<file path="src/pkg/abm_pkg.sv">
// Shared types and constants of the asynchronous bus-master cycle sequencer.
// Assumes one system clock; each bus half-clock state lasts one system clock.
`default_nettype none

package abm_pkg;

  ////////////////////////////////////////////////////////////////////////////
  // Clock and state figures
  localparam int unsigned CLK_PERIOD_NS = 40;
  localparam logic [3:0]  LP_S0         = 4'h0;
  localparam logic [3:0]  LP_S1         = 4'h1;
  localparam logic [3:0]  LP_S2         = 4'h2;
  localparam logic [3:0]  LP_S3         = 4'h3;
  localparam logic [3:0]  LP_S4         = 4'h4;
  localparam logic [3:0]  LP_S5         = 4'h5;
  localparam logic [3:0]  LP_S6         = 4'h6;
  localparam logic [3:0]  LP_S7         = 4'h7;
  localparam logic [3:0]  LP_S8         = 4'h8;
  localparam logic [3:0]  LP_S9         = 4'h9;
  localparam logic [3:0]  LP_S11        = 4'hb;
  localparam logic [7:0]  TAS_SET_MASK  = 8'h80;

  ////////////////////////////////////////////////////////////////////////////
  // Requests, answers and pins
  typedef enum logic [1:0] {ABM_OP_READ, ABM_OP_WRITE, ABM_OP_TAS} abm_op_e;
  typedef enum logic [1:0] {ABM_ST_OK, ABM_ST_FAULT, ABM_ST_LEGACY} abm_status_e;
  typedef enum logic [1:0] {ABM_IDLE, ABM_RUN, ABM_WAIT} abm_state_e;

  typedef struct packed {
    abm_op_e     op;
    logic        word;
    logic [2:0]  cycle_space_code;
    logic [23:0] addr;
    logic [15:0] wdata;
  } abm_req_s;

  typedef struct packed {
    abm_status_e status;
    logic [15:0] rdata;
    logic        tas_was_set;
  } abm_rsp_s;

  typedef struct packed {
    logic [2:0]  cycle_space_code;
    logic [23:0] addr;
    logic        addr_oe_n;
    logic [15:0] data_out;
    logic        data_oe_n;
    logic        rnw;
    logic        addr_strobe_n;
    logic        upper_byte_strobe_n;
    logic        lower_byte_strobe_n;
    logic        single_byte_strobe_n;
  } abm_pins_s;

  localparam abm_pins_s PINS_RESET = '{cycle_space_code: 3'h0, addr: 24'h0,
    addr_oe_n: 1'b1, data_out: 16'h0, data_oe_n: 1'b1, rnw: 1'b1,
    addr_strobe_n: 1'b1, upper_byte_strobe_n: 1'b1, lower_byte_strobe_n: 1'b1,
    single_byte_strobe_n: 1'b1};

  localparam logic [18:0] SYNC_RESET = 19'h70000;

endpackage

`default_nettype wire

</file>
<file path="src/core/abm_sync.sv">
// Three-stage input synchroniser with agreement filter.
// Assumes inputs are asynchronous to clk; output moves once stages two and three agree.
`default_nettype none

module abm_sync #(
  parameter int unsigned       W    = 1,
  parameter logic [W-1:0]      INIT = '0
) (
  input  wire logic         clk,
  input  wire logic         rst,
  input  wire logic [W-1:0] din,
  output logic      [W-1:0] dout
);

  logic [W-1:0] s1_ff;
  logic [W-1:0] s2_ff;
  logic [W-1:0] s3_ff;
  logic [W-1:0] out_ff;
  logic [W-1:0] nxt_out;

  ////////////////////////////////////////////////////////////////////////////
  // Stage one feeds stage two only
  always_comb
  begin
    nxt_out = ((s2_ff ~^ s3_ff) & s3_ff) | ((s2_ff ^ s3_ff) & out_ff);
  end

  always_ff @(posedge clk or posedge rst)
  begin
    if (rst)
    begin
      s1_ff  <= INIT;
      s2_ff  <= INIT;
      s3_ff  <= INIT;
      out_ff <= INIT;
    end
    else
    begin
      s1_ff  <= din;
      s2_ff  <= s1_ff;
      s3_ff  <= s2_ff;
      out_ff <= nxt_out;
    end
  end

  assign dout = out_ff;

endmodule

`default_nettype wire

</file>
<file path="src/core/abm_master.sv">
// Bus-master cycle sequencer: read, write and test-and-set cycles on the async bus.
// Assumes slaves answer on the active-low inputs; bus_clk is the bus's own clock.
//
// Operation
// - 8-bit mode splits word writes into two byte cycles, address bit 0 picks byte
// - Write S0 drives function code and read high; address valid entering S1
// - Write S2 rising edge asserts address strobe and drives write
// - Write S3 drives write data onto the data bus
// - 8-bit write asserts lower and single strobes at S4, then awaits termination
// - No termination by end of S4 inserts whole-clock wait states
// - Legacy peripheral select during strobe wait converts cycle to legacy cycle
// - Write strobes negate entering S7; buses float and read high ending S7
// - Test-and-set is byte only; address strobe held through read and write
// - Test-and-set read latches data entering S7, negates byte strobes only unless faulted
// - Test-and-set S8 to S11 hold all bus signals unchanged
// - Test-and-set write starts S12 unchanged; write driven at S14
// - Test-and-set S15 drives the modified byte
// - Test-and-set S16 asserts strobe, waits with whole-clock wait states
// - Test-and-set strobes negate entering S19; buses float ending S19
// - 16-bit reads: word uses both strobes, byte picks strobe by address bit 0
// - Read S0 function code and read high; S2 asserts address and byte strobes
// - Read latches data and negates strobes entering S7, then floats address
// - Termination inputs sampled each bus clock from S4; data latched end of S6
// - Cycle ends in S7; fault without acknowledge extends one clock to S9
`default_nettype none

module abm_master (
  input  wire logic              clk,
  input  wire logic              rst,
  input  wire logic              mode_8bit,
  input  wire logic              req_valid,
  input  wire abm_pkg::abm_req_s req,
  output logic                   req_ready,
  output logic                   rsp_valid,
  output abm_pkg::abm_rsp_s      rsp,
  output logic                   bus_clk,
  output abm_pkg::abm_pins_s     pins,
  input  wire logic [15:0]       data_in,
  input  wire logic              transfer_ack_n,
  input  wire logic              bus_fault_n,
  input  wire logic              legacy_periph_select_n
);

  import abm_pkg::*;

  ////////////////////////////////////////////////////////////////////////////
  // Helpers
  function automatic logic [2:0] strobe_set(input logic m8, input logic word,
                                            input logic a0);
    // Order: upper, lower, single; active low
    if (m8)
      strobe_set = 3'h4;
    else if (word)
      strobe_set = 3'h1;
    else if (a0)
      strobe_set = 3'h5;
    else
      strobe_set = 3'h3;
  endfunction

  function automatic logic [7:0] byte_lane(input logic [15:0] d, input logic m8,
                                           input logic a0);
    if (m8 || a0)
      byte_lane = d[7:0];
    else
      byte_lane = d[15:8];
  endfunction

  ////////////////////////////////////////////////////////////////////////////
  // Input synchronisers
  logic [18:0] sync_q;
  logic        ack_s;
  logic        fault_s;
  logic        legacy_s;
  logic [15:0] din_s;

  abm_sync #(
    .W    (19),
    .INIT (SYNC_RESET)
  ) u_sync (
    .clk  (clk),
    .rst  (rst),
    .din  ({transfer_ack_n, bus_fault_n, legacy_periph_select_n, data_in}),
    .dout (sync_q)
  );

  assign ack_s    = ~sync_q[18];
  assign fault_s  = ~sync_q[17];
  assign legacy_s = ~sync_q[16];
  assign din_s    = sync_q[15:0];

  ////////////////////////////////////////////////////////////////////////////
  // Sequencer state
  abm_state_e  st_ff;
  abm_state_e  nxt_st;
  logic [3:0]  lp_ff;
  logic [3:0]  nxt_lp;
  abm_req_s    cur_ff;
  abm_req_s    nxt_cur;
  logic        m8_ff;
  logic        nxt_m8;
  logic        second_ff;
  logic        nxt_second;
  logic        a0_ff;
  logic        nxt_a0;
  logic        wrpart_ff;
  logic        nxt_wrpart;
  abm_status_e stat_ff;
  abm_status_e nxt_stat;
  logic [15:0] rd_ff;
  logic [15:0] nxt_rd;
  logic [7:0]  tas_ff;
  logic [7:0]  nxt_tas;
  abm_pins_s   pins_ff;
  abm_pins_s   nxt_pins;
  logic        bclk_ff;
  logic        ready_ff;
  logic        nxt_ready;
  logic        rsp_valid_ff;
  logic        nxt_rsp_valid;
  abm_rsp_s    rsp_ff;
  abm_rsp_s    nxt_rsp;
  logic        is_tas;
  logic        is_wr;
  logic        split;

  assign is_tas = (cur_ff.op == ABM_OP_TAS);
  assign is_wr  = (cur_ff.op == ABM_OP_WRITE) || (is_tas && wrpart_ff);
  assign split  = m8_ff && cur_ff.word && !is_tas;

  always_comb
  begin
    nxt_st        = st_ff;
    nxt_lp        = lp_ff;
    nxt_cur       = cur_ff;
    nxt_m8        = m8_ff;
    nxt_second    = second_ff;
    nxt_a0        = a0_ff;
    nxt_wrpart    = wrpart_ff;
    nxt_stat      = stat_ff;
    nxt_rd        = rd_ff;
    nxt_tas       = tas_ff;
    nxt_pins      = pins_ff;
    nxt_rsp       = rsp_ff;
    nxt_rsp_valid = 1'b0;
    case (st_ff)
      ABM_IDLE:
      begin
        if (req_valid && ready_ff)
        begin
          nxt_st                    = ABM_RUN;
          nxt_lp                    = LP_S0;
          nxt_cur                   = req;
          nxt_m8                    = mode_8bit;
          nxt_second                = 1'b0;
          nxt_a0                    = req.addr[0];
          nxt_wrpart                = 1'b0;
          nxt_stat                  = ABM_ST_OK;
          nxt_pins.cycle_space_code = req.cycle_space_code;
          nxt_pins.rnw              = 1'b1;
        end
      end
      ABM_WAIT:
      begin
        // First half of a whole-clock wait state
        nxt_st = ABM_RUN;
      end
      ABM_RUN:
      begin
        nxt_lp = lp_ff + 4'h1;
        case (lp_ff)
          LP_S0:
          begin
            nxt_pins.addr      = {cur_ff.addr[23:1], a0_ff};
            nxt_pins.addr_oe_n = 1'b0;
          end
          LP_S1:
          begin
            nxt_pins.addr_strobe_n = 1'b0;
            if (is_wr)
              nxt_pins.rnw = 1'b0;
            else
              {nxt_pins.upper_byte_strobe_n, nxt_pins.lower_byte_strobe_n,
               nxt_pins.single_byte_strobe_n} = strobe_set(m8_ff, cur_ff.word, a0_ff);
          end
          LP_S2:
          begin
            if (is_wr)
            begin
              nxt_pins.rnw       = 1'b0;
              nxt_pins.data_oe_n = 1'b0;
              if (is_tas)
                nxt_pins.data_out = {tas_ff | TAS_SET_MASK, tas_ff | TAS_SET_MASK};
              else if (m8_ff)
                nxt_pins.data_out = {8'h00, (cur_ff.word && !second_ff) ?
                                     cur_ff.wdata[15:8] : cur_ff.wdata[7:0]};
              else if (cur_ff.word)
                nxt_pins.data_out = cur_ff.wdata;
              else if (a0_ff)
                nxt_pins.data_out = {8'h00, cur_ff.wdata[7:0]};
              else
                nxt_pins.data_out = {cur_ff.wdata[7:0], 8'h00};
            end
          end
          LP_S3:
          begin
            if (is_wr)
              {nxt_pins.upper_byte_strobe_n, nxt_pins.lower_byte_strobe_n,
               nxt_pins.single_byte_strobe_n} = strobe_set(m8_ff, cur_ff.word, a0_ff);
          end
          LP_S4:
          begin
            // Acknowledge wins over fault, fault over legacy select
            if (ack_s)
              nxt_stat = ABM_ST_OK;
            else if (fault_s)
              nxt_stat = ABM_ST_FAULT;
            else if (legacy_s)
              nxt_stat = ABM_ST_LEGACY;
            else
            begin
              nxt_st = ABM_WAIT;
              nxt_lp = lp_ff;
            end
          end
          LP_S6:
          begin
            if (!is_wr)
            begin
              nxt_tas = byte_lane(din_s, m8_ff, a0_ff);
              if (!cur_ff.word)
                nxt_rd = {8'h00, byte_lane(din_s, m8_ff, a0_ff)};
              else if (split && !second_ff)
                nxt_rd = {din_s[7:0], rd_ff[7:0]};
              else if (split)
                nxt_rd = {rd_ff[15:8], din_s[7:0]};
              else
                nxt_rd = din_s;
            end
            nxt_pins.upper_byte_strobe_n  = 1'b1;
            nxt_pins.lower_byte_strobe_n  = 1'b1;
            nxt_pins.single_byte_strobe_n = 1'b1;
            // Read half of test-and-set keeps the address strobe unless faulted: cycle is indivisible
            if (!(is_tas && !wrpart_ff && stat_ff != ABM_ST_FAULT))
              nxt_pins.addr_strobe_n = 1'b1;
          end
          default:
          begin
            // S5 holds; S7 and beyond: end, fault extension or test-and-set hold
            if (lp_ff >= LP_S7 && (stat_ff == ABM_ST_FAULT || !is_tas || wrpart_ff))
            begin
              nxt_pins.addr_oe_n = 1'b1;
              nxt_pins.data_oe_n = 1'b1;
              nxt_pins.rnw       = 1'b1;
              if (stat_ff == ABM_ST_FAULT && lp_ff != LP_S9)
                nxt_lp = lp_ff + 4'h1;
              else if (split && !second_ff && stat_ff == ABM_ST_OK)
              begin
                nxt_second = 1'b1;
                nxt_a0     = 1'b1;
                nxt_lp     = LP_S0;
              end
              else
              begin
                nxt_st              = ABM_IDLE;
                nxt_rsp_valid       = 1'b1;
                nxt_rsp.status      = stat_ff;
                nxt_rsp.rdata       = rd_ff;
                nxt_rsp.tas_was_set = tas_ff[7];
              end
            end
            else if (lp_ff == LP_S11)
            begin
              nxt_wrpart = 1'b1;
              nxt_lp     = LP_S0;
            end
          end
        endcase
      end
      default:
      begin
        nxt_st = ABM_IDLE;
      end
    endcase
    // Requests are taken only while bus_clk is low so S0 opens on a rising edge
    nxt_ready = (nxt_st == ABM_IDLE) && bclk_ff;
  end

  always_ff @(posedge clk or posedge rst)
  begin
    if (rst)
    begin
      st_ff        <= ABM_IDLE;
      lp_ff        <= LP_S0;
      cur_ff       <= '0;
      m8_ff        <= 1'b0;
      second_ff    <= 1'b0;
      a0_ff        <= 1'b0;
      wrpart_ff    <= 1'b0;
      stat_ff      <= ABM_ST_OK;
      rd_ff        <= 16'h0;
      tas_ff       <= 8'h0;
      pins_ff      <= PINS_RESET;
      bclk_ff      <= 1'b0;
      ready_ff     <= 1'b0;
      rsp_valid_ff <= 1'b0;
      rsp_ff       <= '0;
    end
    else
    begin
      st_ff        <= nxt_st;
      lp_ff        <= nxt_lp;
      cur_ff       <= nxt_cur;
      m8_ff        <= nxt_m8;
      second_ff    <= nxt_second;
      a0_ff        <= nxt_a0;
      wrpart_ff    <= nxt_wrpart;
      stat_ff      <= nxt_stat;
      rd_ff        <= nxt_rd;
      tas_ff       <= nxt_tas;
      pins_ff      <= nxt_pins;
      bclk_ff      <= ~bclk_ff;
      ready_ff     <= nxt_ready;
      rsp_valid_ff <= nxt_rsp_valid;
      rsp_ff       <= nxt_rsp;
    end
  end

  assign req_ready = ready_ff;
  assign rsp_valid = rsp_valid_ff;
  assign rsp       = rsp_ff;
  assign bus_clk   = bclk_ff;
  assign pins      = pins_ff;

  logic run_mid;
  assign run_mid = (st_ff != ABM_IDLE) && lp_ff >= LP_S2 && lp_ff <= LP_S6;
endmodule

`default_nettype wire

</file>
<file path="config.mk">
export PLATFORM = sky130hd
export DESIGN_NAME = abm_master
export DESIGN_NICKNAME = d
export VERILOG_FILES = /design/src/pkg/abm_pkg.sv /design/src/core/abm_sync.sv /design/src/core/abm_master.sv
export SDC_FILE = /design/constraint.sdc
export NUM_CORES = 1
export LEC_CHECK = 0
export BUFFER_PORTS_ARGS = -buffer_cell sky130_fd_sc_hd__buf_2
export CELL_PAD_IN_SITES_DETAIL_PLACEMENT = 0
export CELL_PAD_IN_SITES_GLOBAL_PLACEMENT = 1
export CORE_MARGIN = 10
export CORE_UTILIZATION = 48
export CTS_BUF_LIST = sky130_fd_sc_hd__clkbuf_8
export CTS_CLUSTER_SIZE = 28
export DETAILED_ROUTE_END_ITERATION = 8
export GPL_ROUTABILITY_DRIVEN = 0
export PLACE_DENSITY_LB_ADDON = 0.1
export SETUP_SLACK_MARGIN = 0.1
export SLEW_MARGIN = 5
export SYNTH_ARGS = -nofsm -noshare
export SYNTH_HDL_FRONTEND = slang
export SYNTH_HIERARCHICAL = 1
export SYNTH_SLANG_ARGS = --single-unit
</file>
<file path="constraint.sdc">
create_clock -name clk -period 5.13 [get_ports clk]
set_clock_uncertainty 0.1 [all_clocks]
set_input_delay 0.513 -clock clk [delete_from_list [all_inputs] [get_ports clk]]
set_output_delay 0.513 -clock clk [all_outputs]
set_load 0.005 [all_outputs]
</file>
==> Word level (Yosys, flattened, before mapping) <==
Index checks and enable logic that the tools add are counted.
{ "classes": {"n_reduce_logical": 49, "eq_ne": 33, "shift": 0, "addsub": 1, "order_cmp": 1, "n_mux": 68, "div": 0, "n_bitwise": 12, "n_mul": 0} }
{ "op_table": {"columns": ["operator", "count"], "rows": [
  ["2-to-1 mux 16 bit", 7],
  ["AND 19 bit", 2],
  ["2-to-1 mux 4 bit", 8],
  ["2-to-1 mux 2 bit", 14],
  ["inequality test 2 bit, second input constant", 13],
  ["AND reduction 4 bit", 5],
  ["OR 19 bit", 1],
  ["bitwise XNOR 19 bit", 1],
  ["bitwise XOR 19 bit", 1],
  ["2-to-1 mux 1 bit", 18],
  ["2-to-1 mux 8 bit", 2],
  ["one-hot mux 4 bit (2 select lines)", 2],
  ["2-to-1 mux 3 bit", 5],
  ["AND reduction 3 bit", 5],
  ["OR reduction 5 bit", 3],
  ["one-hot mux 1 bit (2 select lines)", 7],
  ["logical AND 1 bit", 12],
  ["AND reduction 6 bit", 2],
  ["AND reduction 5 bit", 2],
  ["one-hot mux 3 bit (3 select lines)", 1],
  ["== test 4 x 2 -> 1 bit, second input constant", 2],
  ["== test 4 x 3 -> 1 bit, second input constant", 2],
  ["inequality test 4 bit, second input constant", 2],
  ["one-hot mux 2 bit (2 select lines)", 2],
  ["other kinds (23)", 45]
]} }
{ "totals": {"latch_bits": 0, "memories": 0, "inputBits": 69, "romBits": 0, "ram_bits": 0, "elab_cells": 198, "ff_bits": 227, "output_inout_bits": 72} }

==> Depth between registers and ports, before layout <==
Gate-level depths: netlist of run 1.
{ "depth": {"depth_word": 12, "ltp_mapped": 8, "depth_no_buf": 6} }

==> Modules after synthesis <==
The synthesis of run 1 kept the hierarchy.
{ "by_module_without_submodules": {"columns": ["mod", "cells_per_inst", "n_inst", "seq_area_each_um2", "area_per_inst_um2"], "rows": [
  ["abm_master", 553, 1, 3762.4, 6845.3],
  ["abm_sync", 115, 1, 1916.8, 2301.0]
]} }

==> Worst setup path before layout of run 1 <==
Ideal clock, no wire load.
{ "synth_timing": {"kind": "register to register", "startpoint": "register lp_ff[0]", "endpoint": "register rsp_ff (netlist bit rsp[10])", "required_time_ps": 4905, "period_less_slack_ps": 2080, "path_slack_ps": 3050, "setup_ps": 125, "path_stages_with_launch": 9, "arrival_time_ps": 1855, "n_path_buf": 2, "cell_sequence": "dfrtp_1 inv_1 ha_1 buf_6 and4bb_2 a2bb2oi_2 nand3_1 buf_6 mux2_4"} }
{ "synth_via": {"elab_chain_len": 4, "elab_cells_between_ends": 14, "classes_between": "order compare (1); eq/ne (6); bitwise (2); reduce/logical (5)"} }
{ "synth_lines": {"columns": ["element", "line", "source"], "rows": [
  ["start, declared", "abm_master.sv:96", "logic [3:0] lp_ff;"],
  ["start signal, assigned", "abm_master.sv:312", "lp_ff <= nxt_lp;"],
  ["== test 4 x 3 -> 1 bit (tied with other cells)", "abm_master.sv:171", "case (lp_ff)"],
  ["OR reduction 6 bit (no line) / logical AND 1 bit (equally long branches)", null, null],
  ["NOT 1 bit (no line)", null, null],
  ["AND reduction 5 bit (no line) *", null, null],
  ["end signal, assigned", "abm_master.sv:325", "rsp_ff <= nxt_rsp;"],
  ["end, declared", "abm_master.sv:121", "abm_rsp_s rsp_ff;"]
]} }
Mark *: on every way between the ends. The rest lies on a longest branch, timed or not.
A chain may end at the register's enable or synchronous reset.

==> Final worst setup path of run 1 <==
{ "layout_timing": {"startpoint": "register cur_ff[43] (netlist bit)", "endpoint": "register rd_ff[7]"} }
{ "layout_via": {"elab_chain_len": 5, "elab_cells_between_ends": 6, "classes_between": "eq/ne (1); mux (1); reduce/logical (4)"} }
{ "layout_lines": {"columns": ["element", "line", "source"], "rows": [
  ["start, declared", "abm_master.sv:98", "abm_req_s cur_ff;"],
  ["start signal, assigned", "abm_master.sv:313", "cur_ff <= nxt_cur;"],
  ["logical AND 1 bit (2 in series)", "abm_master.sv:129", "assign split = m8_ff && cur_ff.word && !is_tas;"],
  ["logical AND 1 bit", "abm_master.sv:233", "else if (split && !second_ff)"],
  ["inequality test 2 bit (no line)", null, null],
  ["AND reduction 4 bit (no line)", null, null],
  ["end signal, assigned", "abm_master.sv:319", "rd_ff <= nxt_rd;"],
  ["end, declared", "abm_master.sv:110", "logic [15:0] rd_ff;"]
]} }
Several ways; a longest one is shown, not always the timed one.

==> results of run 1 <==
layer usage:
metal / part of all wire (%) / wire, um
met2: 46 / 9400
met3: 6.7 / 1380
met1: 45 / 9150
met5: 0 / 0
met4: 3.0 / 622
cells in the mapped netlist (2+ instances only):
library cell and number:
nor2_2 2, ha_1 23, clkbuf_1 13, nor3_1 5
nor2b_1 6, a2bb2oi_1 7, mux2_2 59, a22oi_1 8
nor2_1 10, o21ai_0 55, nand2_1 37, mux2_4 21
o22ai_1 6, dfrtp_1 207, inv_1 12, nor3b_1 2
nand3b_1 5, buf_4 2, a21oi_1 24, o211ai_1 2
nand3_1 12, and3b_1 3, nor4_1 3, o41ai_1 2
a211oi_1 3, nand4b_1 2, buf_2 14, a21o_1 19
a31oi_1 3, mux2_1 21, mux2i_1 16, o221ai_1 5
a32oi_1 2, o21bai_1 2, buf_6 3, nand2b_1 9
a22o_1 5, dfstp_2 19
cells in the final DEF (no fill, tap or decap), drive strengths merged, types with 19 or more instances in the layout:
master	count
a21oi	24
buf	145
mux2	101
a21o	19
clkbuf	47
dlygate4sd3	19
o21ai	55
nand2	38
dfrtp	207
inv	28
ha	23
dfstp	19
area by class of cell:
cell class | instances | area share, %
Clock buffer | 47 | 5.90
Clock inverter | 20 | 0.822
Multi-Input combinational cell | 397 | 29.8
Inverter | 13 | 0.491
Timing Repair Buffer | 164 | 8.47
Tap cell | 234 | 2.67
Sequential cell | 226 | 51.8
final timing paths:
check,startpoint,depth (start not counted),slack [ns],endpoint
setup reg to reg,cur_ff[43]$_DFFE_PP0P_,4,2.05,rd_ff[7]$_DFFE_PP0P_
hold / removal,rst,2,0.12,rd_ff[14]$_DFFE_PP0P_
hold reg to reg,u_sync/s1_ff[4]$_DFF_PP0_,0,0.24,u_sync/s2_ff[4]$_DFF_PP0_
min in group clk,req[11],2,0.12,cur_ff[11]$_DFFE_PP0P_
max in group asynchronous,rst,3,3.72,tas_ff[7]$_DFFE_PP0P_
setup / recovery,cur_ff[43]$_DFFE_PP0P_,4,2.05,rd_ff[7]$_DFFE_PP0P_
repair_timing:
| item | 4_1_cts | 5_1_grt |
|---|---|---|
| endpoints found under the hold margin | 19 | 0 |
| setup endpoints to repair | 0 | 0 |
| resized for setup | 0 | 0 |
| hold buffers | 19 | 0 |
flip-flops by register name, summed over array words and instances, names as in the netlist:
register      cells
cur_ff           42
pins             50
u_sync/dout      19
u_sync/s2_ff     19
a0_ff             1
lp_ff             4
req_ready         1
wrpart_ff         1
tas_ff            8
u_sync/s3_ff     19
u_sync/s1_ff     19
rd_ff            16
stat_ff           2
second_ff         1
rsp_valid         1
m8_ff             1
bus_clk           1
rsp              19
st_ff             2
metrics by stage:
stage	util [%]	instances	instance area, um^2	power, uW
floorplan	-	668	9150	4150
global placement	53.6	1015	10000	4790
detailed placement	53.6	1015	10000	4870
CTS	58.6	1101	11000	6450
global route	58.6	1101	11000	6800
finish	58.6	1101	11000	6350
power by group through the flow:
stage	registers, uW	logic (uW)	clock network (uW)
after floorplan	2730	1420	0
after global placement	2860	1930	0
after detailed placement	2890	1980	0
after CTS	2870	2000	1580
after global routing	2960	2180	1660
final	2870	1970	1520
critical path, stage by stage, from the launching register on:
cell and delay, ns:
dfrtp_1 0.87, nand3b_1 0.68, nor2_2 0.51, or2_0 0.45, mux2_4 0.34
cells by family after synthesis:
kind of cell	Yosys count
buffers and inverters	45
DFF	226
muxes	117
and+or+nand+nor	108
AOI/OAI and AO/OA	149
adders and majority gates	23
==> key figures, run 1 <==
Status
  • Status: complete, no violations

Route
  • Via Count: 5930
  • Initial DRC Count: 270
  • DR pass1 iterations: 4
  • Wire per inst: 18.7 um
  • Post-DR vias/cell: 5.39
  • Post-Route WL: 20600 um
  • Drt drc: 0
  • Routed Antenna Nets: 0

Logic synthesis
  • Netlist Area Pre-Place: 0.00915 mm^2
  • XOR/XNOR Fraction of Synth Area: 0%
  • Simple logic cell fraction of the synthesized area: 6.74%
  • Post-Synthesis Cells: 668
  • Async S/R FF share, synth: 100%
  • Largest area contributor in the netlist: dfrtp_1
  • Ranking of synthesized cells by area: dfrtp_1 57%, mux2_2 7.3%, dfstp_2 5.5%, mux2_4 3.4%, ha_1 3.1%
  • EDFF count, synth: 0
  • Yosys top cell area share: 56.6%
  • Flops & latches, synth: 226
  • Adder-cell share of the synthesized area: 3.15%
  • Syn_area_per_cell: 13.7 um^2
  • Compound-gate portion of the synthesized area: 10.6%
  • Multiplexer share of the synthesized area: 15.0%
  • Yosys warning count: 6
  • Yosys cell types: 57
  • Post-synthesis sequential area ratio: 62.1%
  • Largest family of logic cells by synthesized area: multiplexers
  • Ys flop type: dfrtp_1
  • Post-Syn Nets: 760

Clock tree
  • Root buffer cell: clkbuf_8
  • H-tree Lvls: 2
  • Clock-pin slew on the worst setup and hold paths: 0.06 ns
  • CTS Buf Count: 38
  • # clock sinks: 226
  • Post-CTS Setup Inserts: 0
  • CTS tree: done
  • CTS Buffer Depth: 3
  • Clk_lat worst skew: 0.53 ns

Layout
  • Fillers: 1544
  • Register area: 0.00568 mm^2
  • Share of layout cells above drive strength 1: 35.6%
  • Multi-input gate area: 0.00327 mm^2
  • Area Growth Syn to Fin: 19.8%
  • Antenna diode count: 0
  • Nets: 932

Global routing
  • Grt met2 use: 26.1%
  • Total grt overflow: 0
  • Met3 GRT Util: 3.96%
  • Initial antenna violation count: 0
  • Most Crowded Layer GR: met2
  • GR met1 Demand/Resource: 21.7%
  • Vias in the first global route: 6296
  • First-pass GRT wire length: 33100 um
  • Total GRT Usage: 16.7%
  • Pin count of the biggest net entering global routing: 112

Placed design
  • IO Port Bufs: 140
  • Dpl ws: 2.04 ns
  • Post-DP HPWL: 14200 um

Timing
  • Worst Tran Pin Value: 1.07 ns
  • Final period util: 60.1%
  • Fmax: 324 MHz
  • Post-route minimum period: 3.08 ns
  • Setup-failing EPs final: 0
  • Slew margin rel.: 28.5%
  • Final hold vios: 0
  • PnR worst setup slack: 2.05 ns
  • Slew Limit Fails: 0
  • Final TNS setup: 0 ns
  • Tightest hold margin: 0.116 ns
  • RSZ-0062 raised after global routing: false

Power and ir drop
  • P_sw: 2140 uW
  • Logic pwr share: 31.0%
  • Sw Ratio: 33.7%
  • Leakage: 0.00532 uW
  • Clock group share of total power: 23.9%
  • PwrDens: 580 mW/mm^2
  • P_int: 4210 uW
  • Sequential Power Share: 45.1%
  • Worst VDD drop: 0.284 mV

Job
  • Maxcap violations: 0

Die
  • Initial Util: 48.9%
  • Full die area: 0.0250 mm^2
  • Width of the die: 158 um
  • IO Count: 141
  • Die Ht: 158 um
  • Core area: 0.0187 mm^2
  • Row cnt: 50

Critical path
  • WP data required: 5.45 ns
  • Setup CP Type: register to register
  • CP Max Fanout: 26
  • CP arrival: 3.40 ns
  • Crit. End Element: register
  • CP startpoint kind: register

Hold path
  • Worst hold path class: primary input to async pin
Note: power is estimated with default switching activity, not from simulation.
==> run 2, diff against run 1 <==
--- a/config.mk
+++ b/config.mk
@@ -9,7 +9,7 @@
 export CELL_PAD_IN_SITES_DETAIL_PLACEMENT = 0
 export CELL_PAD_IN_SITES_GLOBAL_PLACEMENT = 1
 export CORE_MARGIN = 10
-export CORE_UTILIZATION = 48
+export CORE_UTILIZATION = 43
 export CTS_BUF_LIST = sky130_fd_sc_hd__clkbuf_8
 export CTS_CLUSTER_SIZE = 28
 export DETAILED_ROUTE_END_ITERATION = 8
==> constraint.sdc (replaced) <==
create_clock -name clk -period 2.8 [get_ports clk]
set_clock_uncertainty 0.1 [all_clocks]
set_input_delay 0.28 -clock clk [delete_from_list [all_inputs] [get_ports clk]]
set_output_delay 0.28 -clock clk [all_outputs]
set_load 0.005 [all_outputs]
==> run 2 against run 1 <==
  * Global-route usage decreased by 1.0 points
  * Sequential cell count unchanged
  * Count of clock-buffer cells in the layout unchanged
  * Die area increased by 10%
  * Total power increased by 89%
  * Critical path depth decreased by 1
  * Utilization decreased by 2.9 points
  * Hold slack improved by 0.012 ns
  * Worst setup slack got worse by 1.5 ns
  * Sequential share of layout area decreased by 3.1 points
  * Non-clock buffer count increased by 60
==> key figures, run 2 (same netlist as run 1, synthesis figures left out) <==
Global routing
  • Total GRT Usage: 15.6%
  • GR met1 Demand/Resource: 20.8%
  • Pin count of the biggest net entering global routing: 69
  • Initial antenna violation count: 0
  • Met3 GRT Util: 3.76%
  • Vias in the first global route: 6700
  • Most Crowded Layer GR: met2
  • Grt met2 use: 24.5%
  • Total grt overflow: 0
  • First-pass GRT wire length: 36100 um

Power and ir drop
  • Sw Ratio: 33.1%
  • Sequential Power Share: 43.7%
  • P_int: 8030 uW
  • Logic pwr share: 31.6%
  • Leakage: 0.00563 uW
  • Worst VDD drop: 0.566 mV
  • PwrDens: 1030 mW/mm^2
  • Clock group share of total power: 24.7%
  • P_sw: 3980 uW

Clock tree
  • Clock-pin slew on the worst setup and hold paths: 0.06 ns
  • Root buffer cell: clkbuf_8
  • # resized after CTS: 0
  • H-tree Lvls: 2
  • Clk_lat worst skew: 0.52 ns
  • CTS tree: done
  • CTS Buffer Depth: 3
  • CTS hold repair buffers: 67
  • Post-CTS Setup Inserts: 0
  • CTS Buf Count: 39
  • # clock sinks: 226

Route
  • DR pass1 iterations: 4
  • Post-Route WL: 21500 um
  • Via Count: 6107
  • Drt drc: 0
  • Post-DR vias/cell: 5.07
  • Wire per inst: 17.9 um
  • Routed Antenna Nets: 0
  • Initial DRC Count: 391

Layout
  • Fillers: 1780
  • Nets: 993
  • Share of layout cells above drive strength 1: 34.6%
  • Area Growth Syn to Fin: 27.5%
  • Post-route cell area: 0.0117 mm^2
  • Commonest non-fill, non-tap cells in the layout: 207 x dfrtp_1, 140 x buf_2, 67 x dlygate4sd3_1
  • Max FFs per register: 50
  • Most common cell after layout, fill and taps aside: dfrtp_1
  • Antenna diode count: 0

Critical path
  • WP data required: 3.09 ns
  • Crit. End Element: register
  • CP startpoint kind: register
  • Critical-path cell list: nor4b_4, nand2_2, mux2_1
  • Setup CP Type: register to register
  • Critical Path Slowest Stage Cell: dfrtp_1
  • Slowest stage delay, CP: 0.52 ns
  • Crit path max-delay family: simple AND/OR/NAND/NOR gates
  • CP arrival: 2.53 ns
  • Flop2flop setup slack: 0.56 ns
  • Worst path buffer plus inverter count: 0
  • CP Max Fanout: 25

Timing
  • Setup-failing EPs final: 0
  • Fmax: 446 MHz
  • Post-route minimum period: 2.24 ns
  • RSZ-0062 raised after global routing: false
  • Slew margin rel.: 40.1%
  • Worst Tran Pin Value: 0.897 ns
  • Final hold vios: 0
  • Final TNS setup: 0 ns
  • Final period util: 80.0%
  • Slew Limit Fails: 0

Placed design
  • IO Port Bufs: 140
  • Post-DP Area: 0.0102 mm^2
  • Post-DP HPWL: 14900 um

Status
  • Status: complete, no violations

Die
  • IO Count: 141
  • Initial Util: 43.6%
  • Die Ht: 166 um
  • Core area: 0.0210 mm^2
  • Full die area: 0.0275 mm^2
  • Width of the die: 166 um
  • Row cnt: 53

Job
  • Maxcap violations: 0

Hold path
  • Worst hold path class: primary input to register
[run 2: cell count changes in the layout (fill, tap and decap cells not counted), sizes merged]
| cell | previous run | this run |
|---|---|---|
| buf | 145 | 157 |
| bufinv | 0 | 2 |
| clkinv | 3 | 4 |
| clkinvlp | 2 | 1 |
| dlygate4sd3 | 19 | 67 |
[run 2: worst paths after layout]
kind	start	end	cells after the start
setup / recovery	lp_ff[3]$_DFFE_PP0P_	pins[30]$_DFFE_PP0P_	3
hold / removal	req_valid	req_ready$_DFF_PP0_	4
setup reg to reg	lp_ff[3]$_DFFE_PP0P_	pins[30]$_DFFE_PP0P_	3
hold reg to reg	u_sync/s1_ff[14]$_DFF_PP0_	u_sync/s2_ff[14]$_DFF_PP0_	0
max in group asynchronous	rst	u_sync/s1_ff[0]$_DFF_PP0_	4
min in group asynchronous	rst	stat_ff[0]$_DFFE_PP0P_	3
[run 2: power groups by stage]
stage,clock (uW),sequential [uW],combinational [uW]
4_1_cts,3070,5250,3860
3_5_place_dp,0,5300,3770
5_1_grt,3240,5400,4230
2_1_floorplan,0,5000,2600
3_3_place_gp,0,5230,3670
6_report,2960,5240,3800
[run 2: per-layer routing]
layer	wire length (um)	share of wire [%]
met5	0	0
met4	521	2.4
met3	1160	5.4
met2	9870	46
met1	9980	46
[run 2: metrics by stage]
stage	std cells	setup WS, ns	power, uW	util [%]	hold WS (ns)
after floorplan	668	0.502	7600	-	0.184
after global placement	1068	0.635	8900	48.7	0.232
after detailed placement	1068	0.560	9060	48.7	0.235
after CTS	1204	0.525	12200	55.7	0.0929
after global routing	1204	0.402	12900	55.7	0.165
final	1204	0.560	12000	55.7	0.129
[run 2: tightest hold or removal path, delay by kind of cell]
kind	cells	cell delay (ns)
AOI/OAI and AO/OA	3	0.32
buffers and inverters	1	0.10
[run 2: final cells by class]
| cell class | count | area, um^2 | area share [%] |
|---|---|---|---|
| Sequential cell | 226 | 5680 | 48.7 |
| Multi-Input combinational cell | 397 | 3270 | 28.0 |
| Timing Repair Buffer | 224 | 1540 | 13.2 |
| Clock buffer | 47 | 647 | 5.55 |
| Tap cell | 275 | 344 | 2.95 |
| Clock inverter | 22 | 139 | 1.19 |
| Inverter | 13 | 52.6 | 0.451 |
==> run 3, diff against run 2 <==
==> constraint.sdc (replaced) <==
create_clock -name clk -period 1.8 [get_ports clk]
set_clock_uncertainty 0.1 [all_clocks]
set_input_delay 0.18 -clock clk [delete_from_list [all_inputs] [get_ports clk]]
set_output_delay 0.18 -clock clk [all_outputs]
set_load 0.005 [all_outputs]
==> run 3 against run 2 <==
  * The run now ends with setup timing left
  * Worst setup slack got worse by 0.76 ns
  * Design area grew 17%
  * Wire length up 16%
  * Die area is the same
  * Count of clock-buffer cells in the layout up 3
  * Total power is 88% higher
  * Sequential cell count stayed put
  * Maximum frequency up 12%
  * Non-clock buffer count grew 91
  * Utilization grew 9.7 points
  * Critical path type unchanged
  * Largest power group is now combinational logic
==> key figures, run 3 (same netlist as run 1, synthesis figures left out) <==
Global routing
  • Pin count of the biggest net entering global routing: 95
  • First-pass GRT wire length: 40400 um
  • Initial antenna violation count: 0
  • Vias in the first global route: 7400
  • Total grt overflow: 0
  • Total GRT Usage: 17.7%

Timing
  • Slew margin rel.: 65.0%
  • Setup-failing EPs final: 93
  • Final period util: 111%
  • RSZ-0062 raised after global routing: true
  • PnR worst setup slack: -0.200 ns
  • Worst Tran Pin Value: 0.525 ns
  • Post-route minimum period: 2.00 ns
  • Fmax: 500 MHz
  • Final hold vios: 0
  • Tightest hold margin: 0.0512 ns
  • Slew Limit Fails: 0

Route
  • Wire per inst: 19.3 um
  • Routed Antenna Nets: 0
  • Drt drc: 0
  • Post-Route WL: 25000 um
  • Initial DRC Count: 450
  • Via Count: 6669
  • DR pass1 iterations: 5
  • Post-DR vias/cell: 5.14

Power and ir drop
  • Clock group share of total power: 22.4%
  • Sequential Power Share: 36.5%
  • Worst VDD drop: 0.964 mV
  • Logic pwr share: 41.1%
  • P_sw: 7550 uW
  • PwrDens: 1640 mW/mm^2
  • Leakage: 0.00660 uW
  • Sw Ratio: 33.5%
  • P_int: 15000 uW

Critical path
  • CP arrival: 2.31 ns
  • Crit path max-delay family: flip-flops
  • RR Startpoint: lp_ff[0]$_DFFE_PP0P_
  • Critical-path cell list: buf_4, ha_2, and4bb_2, a2bb2oi_4, nand3_2, buf_12, mux2_4
  • CP Max Fanout: 20
  • Crit. End Element: register
  • CP startpoint kind: register
  • Depth of the worst register-to-register path: 7
  • Slowest stage delay, CP: 0.41 ns
  • Flop2flop setup slack: -0.20 ns
  • Critical Path Slowest Stage Cell: dfrtp_1
  • Worst path buffer plus inverter count: 2
  • Reg-to-reg endpoint: rsp[4]$_DFFE_PP0P_
  • Setup CP Type: register to register
  • WP data required: 2.11 ns

Die
  • Die Ht: 166 um
  • Full die area: 0.0275 mm^2
  • IO Count: 141
  • Core area: 0.0210 mm^2
  • Width of the die: 166 um
  • Row cnt: 53
  • Initial Util: 43.6%

Layout
  • Commonest non-fill, non-tap cells in the layout: 204 x dfrtp_1, 140 x buf_2, 97 x mux2_4
  • Fillers: 1540
  • Multi-input gate area: 0.00407 mm^2
  • Most common cell after layout, fill and taps aside: dfrtp_1
  • Share of layout cells above drive strength 1: 53.3%
  • Register area: 0.00568 mm^2
  • Area Growth Syn to Fin: 49.7%
  • Nets: 1084
  • Max FFs per register: 50
  • Antenna diode count: 0

Job
  • Maxcap violations: 0

Hold path
  • Worst hold path class: primary input to register
  • Hold endpoint: req_ready$_DFF_PP0_
  • Hold path cells: 4
  • Min-delay src: req_valid

Status
  • Failing checks: setup timing
  • Status: finished with violations

Clock tree
  • Root buffer cell: clkbuf_8
  • CTS Buf Count: 39
  • CTS Buffer Depth: 3
  • CTS tree: done
  • # clock sinks: 226
  • Clk_lat worst skew: 0.54 ns
  • Clock-pin slew on the worst setup and hold paths: 0.06 ns
  • H-tree Lvls: 2

Placed design
  • Dpl ws: -0.259 ns
  • IO Port Bufs: 140
  • Post-DP HPWL: 15700 um
## run 3: cell types whose count changed in the layout (fill, tap and decap cells not counted), moves of 16 or more
cell,change
buf_4,+39
nand2_4,+17
o21ai_0,-41
o21ai_1,+16
buf_6,+26
mux2_2,-55
mux2_1,-21
o21ai_2,+25
mux2_4,+76
nand2_1,-25
## run 3: what timing repair did
item                       4_1_cts  5_1_grt
buffers inserted                29       13
setup endpoints to repair      137      143
gates cloned                    11        2
resized for setup              177      114
pin swaps                       26       21
hold endpoints to repair       285        0
hold buffers                    67        0
## run 3: how the worst max path moves through the flow
| stage | start | endpoint | slack [ns] | cells past startpoint |
|---|---|---|---|---|
| 2_1_floorplan | rst | a0_ff$_DFFE_PP0P_ | -0.36 | 1 |
| 3_3_place_gp | lp_ff[2]$_DFFE_PP0P_ | pins[20]$_DFFE_PP0P_ | -0.16 | 7 |
| 3_5_place_dp | lp_ff[0]$_DFFE_PP0P_ | rsp[10]$_DFFE_PP0P_ | -0.26 | 7 |
| 4_1_cts | lp_ff[0]$_DFFE_PP0P_ | rsp[4]$_DFFE_PP0P_ | -0.20 | 7 |
| 5_1_grt | lp_ff[0]$_DFFE_PP0P_ | rsp[4]$_DFFE_PP0P_ | -0.26 | 7 |
| 6_report | lp_ff[0]$_DFFE_PP0P_ | rsp[4]$_DFFE_PP0P_ | -0.20 | 7 |
## run 3: worst register-to-register path, delay by kind of cell (launching register included)
family          cells  cell delay, ns
buf+inv             2            0.35
fa+ha+maj           1            0.18
simple gates        2            0.36
compound gates      1            0.15
flops               1            0.41
mux                 1            0.33
## run 3: per-layer routing
layer  part of all wire (%)  up-vias  track usage [%]
li1                       -     3079                -
met1                     45     3336             23.4
met2                     47      202             28.1
met3                    4.6       52             3.45
met4                    2.8        0             6.82
met5                      0        -                0
## run 3: stage by stage
| stage | std cells | utilization [%] | power, uW | area [um^2] | setup TNS (ns) |
|---|---|---|---|---|---|
| 6_report | 1297 | 65.4 | 22500 | 13700 | -9.87 |
| 2_1_floorplan | 668 | - | 11900 | 9220 | -57.90 |
| 3_3_place_gp | 1113 | 50.9 | 14600 | 10700 | -7.66 |
| 5_1_grt | 1297 | 65.4 | 23800 | 13700 | -17.59 |
| 4_1_cts | 1291 | 63.5 | 22000 | 13300 | -10.88 |
| 3_5_place_dp | 1113 | 50.9 | 14800 | 10700 | -11.78 |
## run 3: cell type report
cell class | count | area share [%]
Multi-Input combinational cell | 397 | 29.7
Timing Repair Buffer | 315 | 19.5
Clock inverter | 21 | 1.35
Clock buffer | 50 | 5.03
Inverter | 13 | 0.411
Sequential cell | 226 | 41.5
Tap cell | 275 | 2.51
## run 3: power by group through the flow
| stage | clock network [uW] | logic [uW] | registers [uW] |
|---|---|---|---|
| final | 5050 | 9250 | 8220 |
| after CTS | 5200 | 8710 | 8100 |
| after detailed placement | 0 | 6760 | 8090 |
| after global placement | 0 | 6580 | 8010 |
| after global routing | 5410 | 9980 | 8440 |
| after floorplan | 0 | 4160 | 7780 |
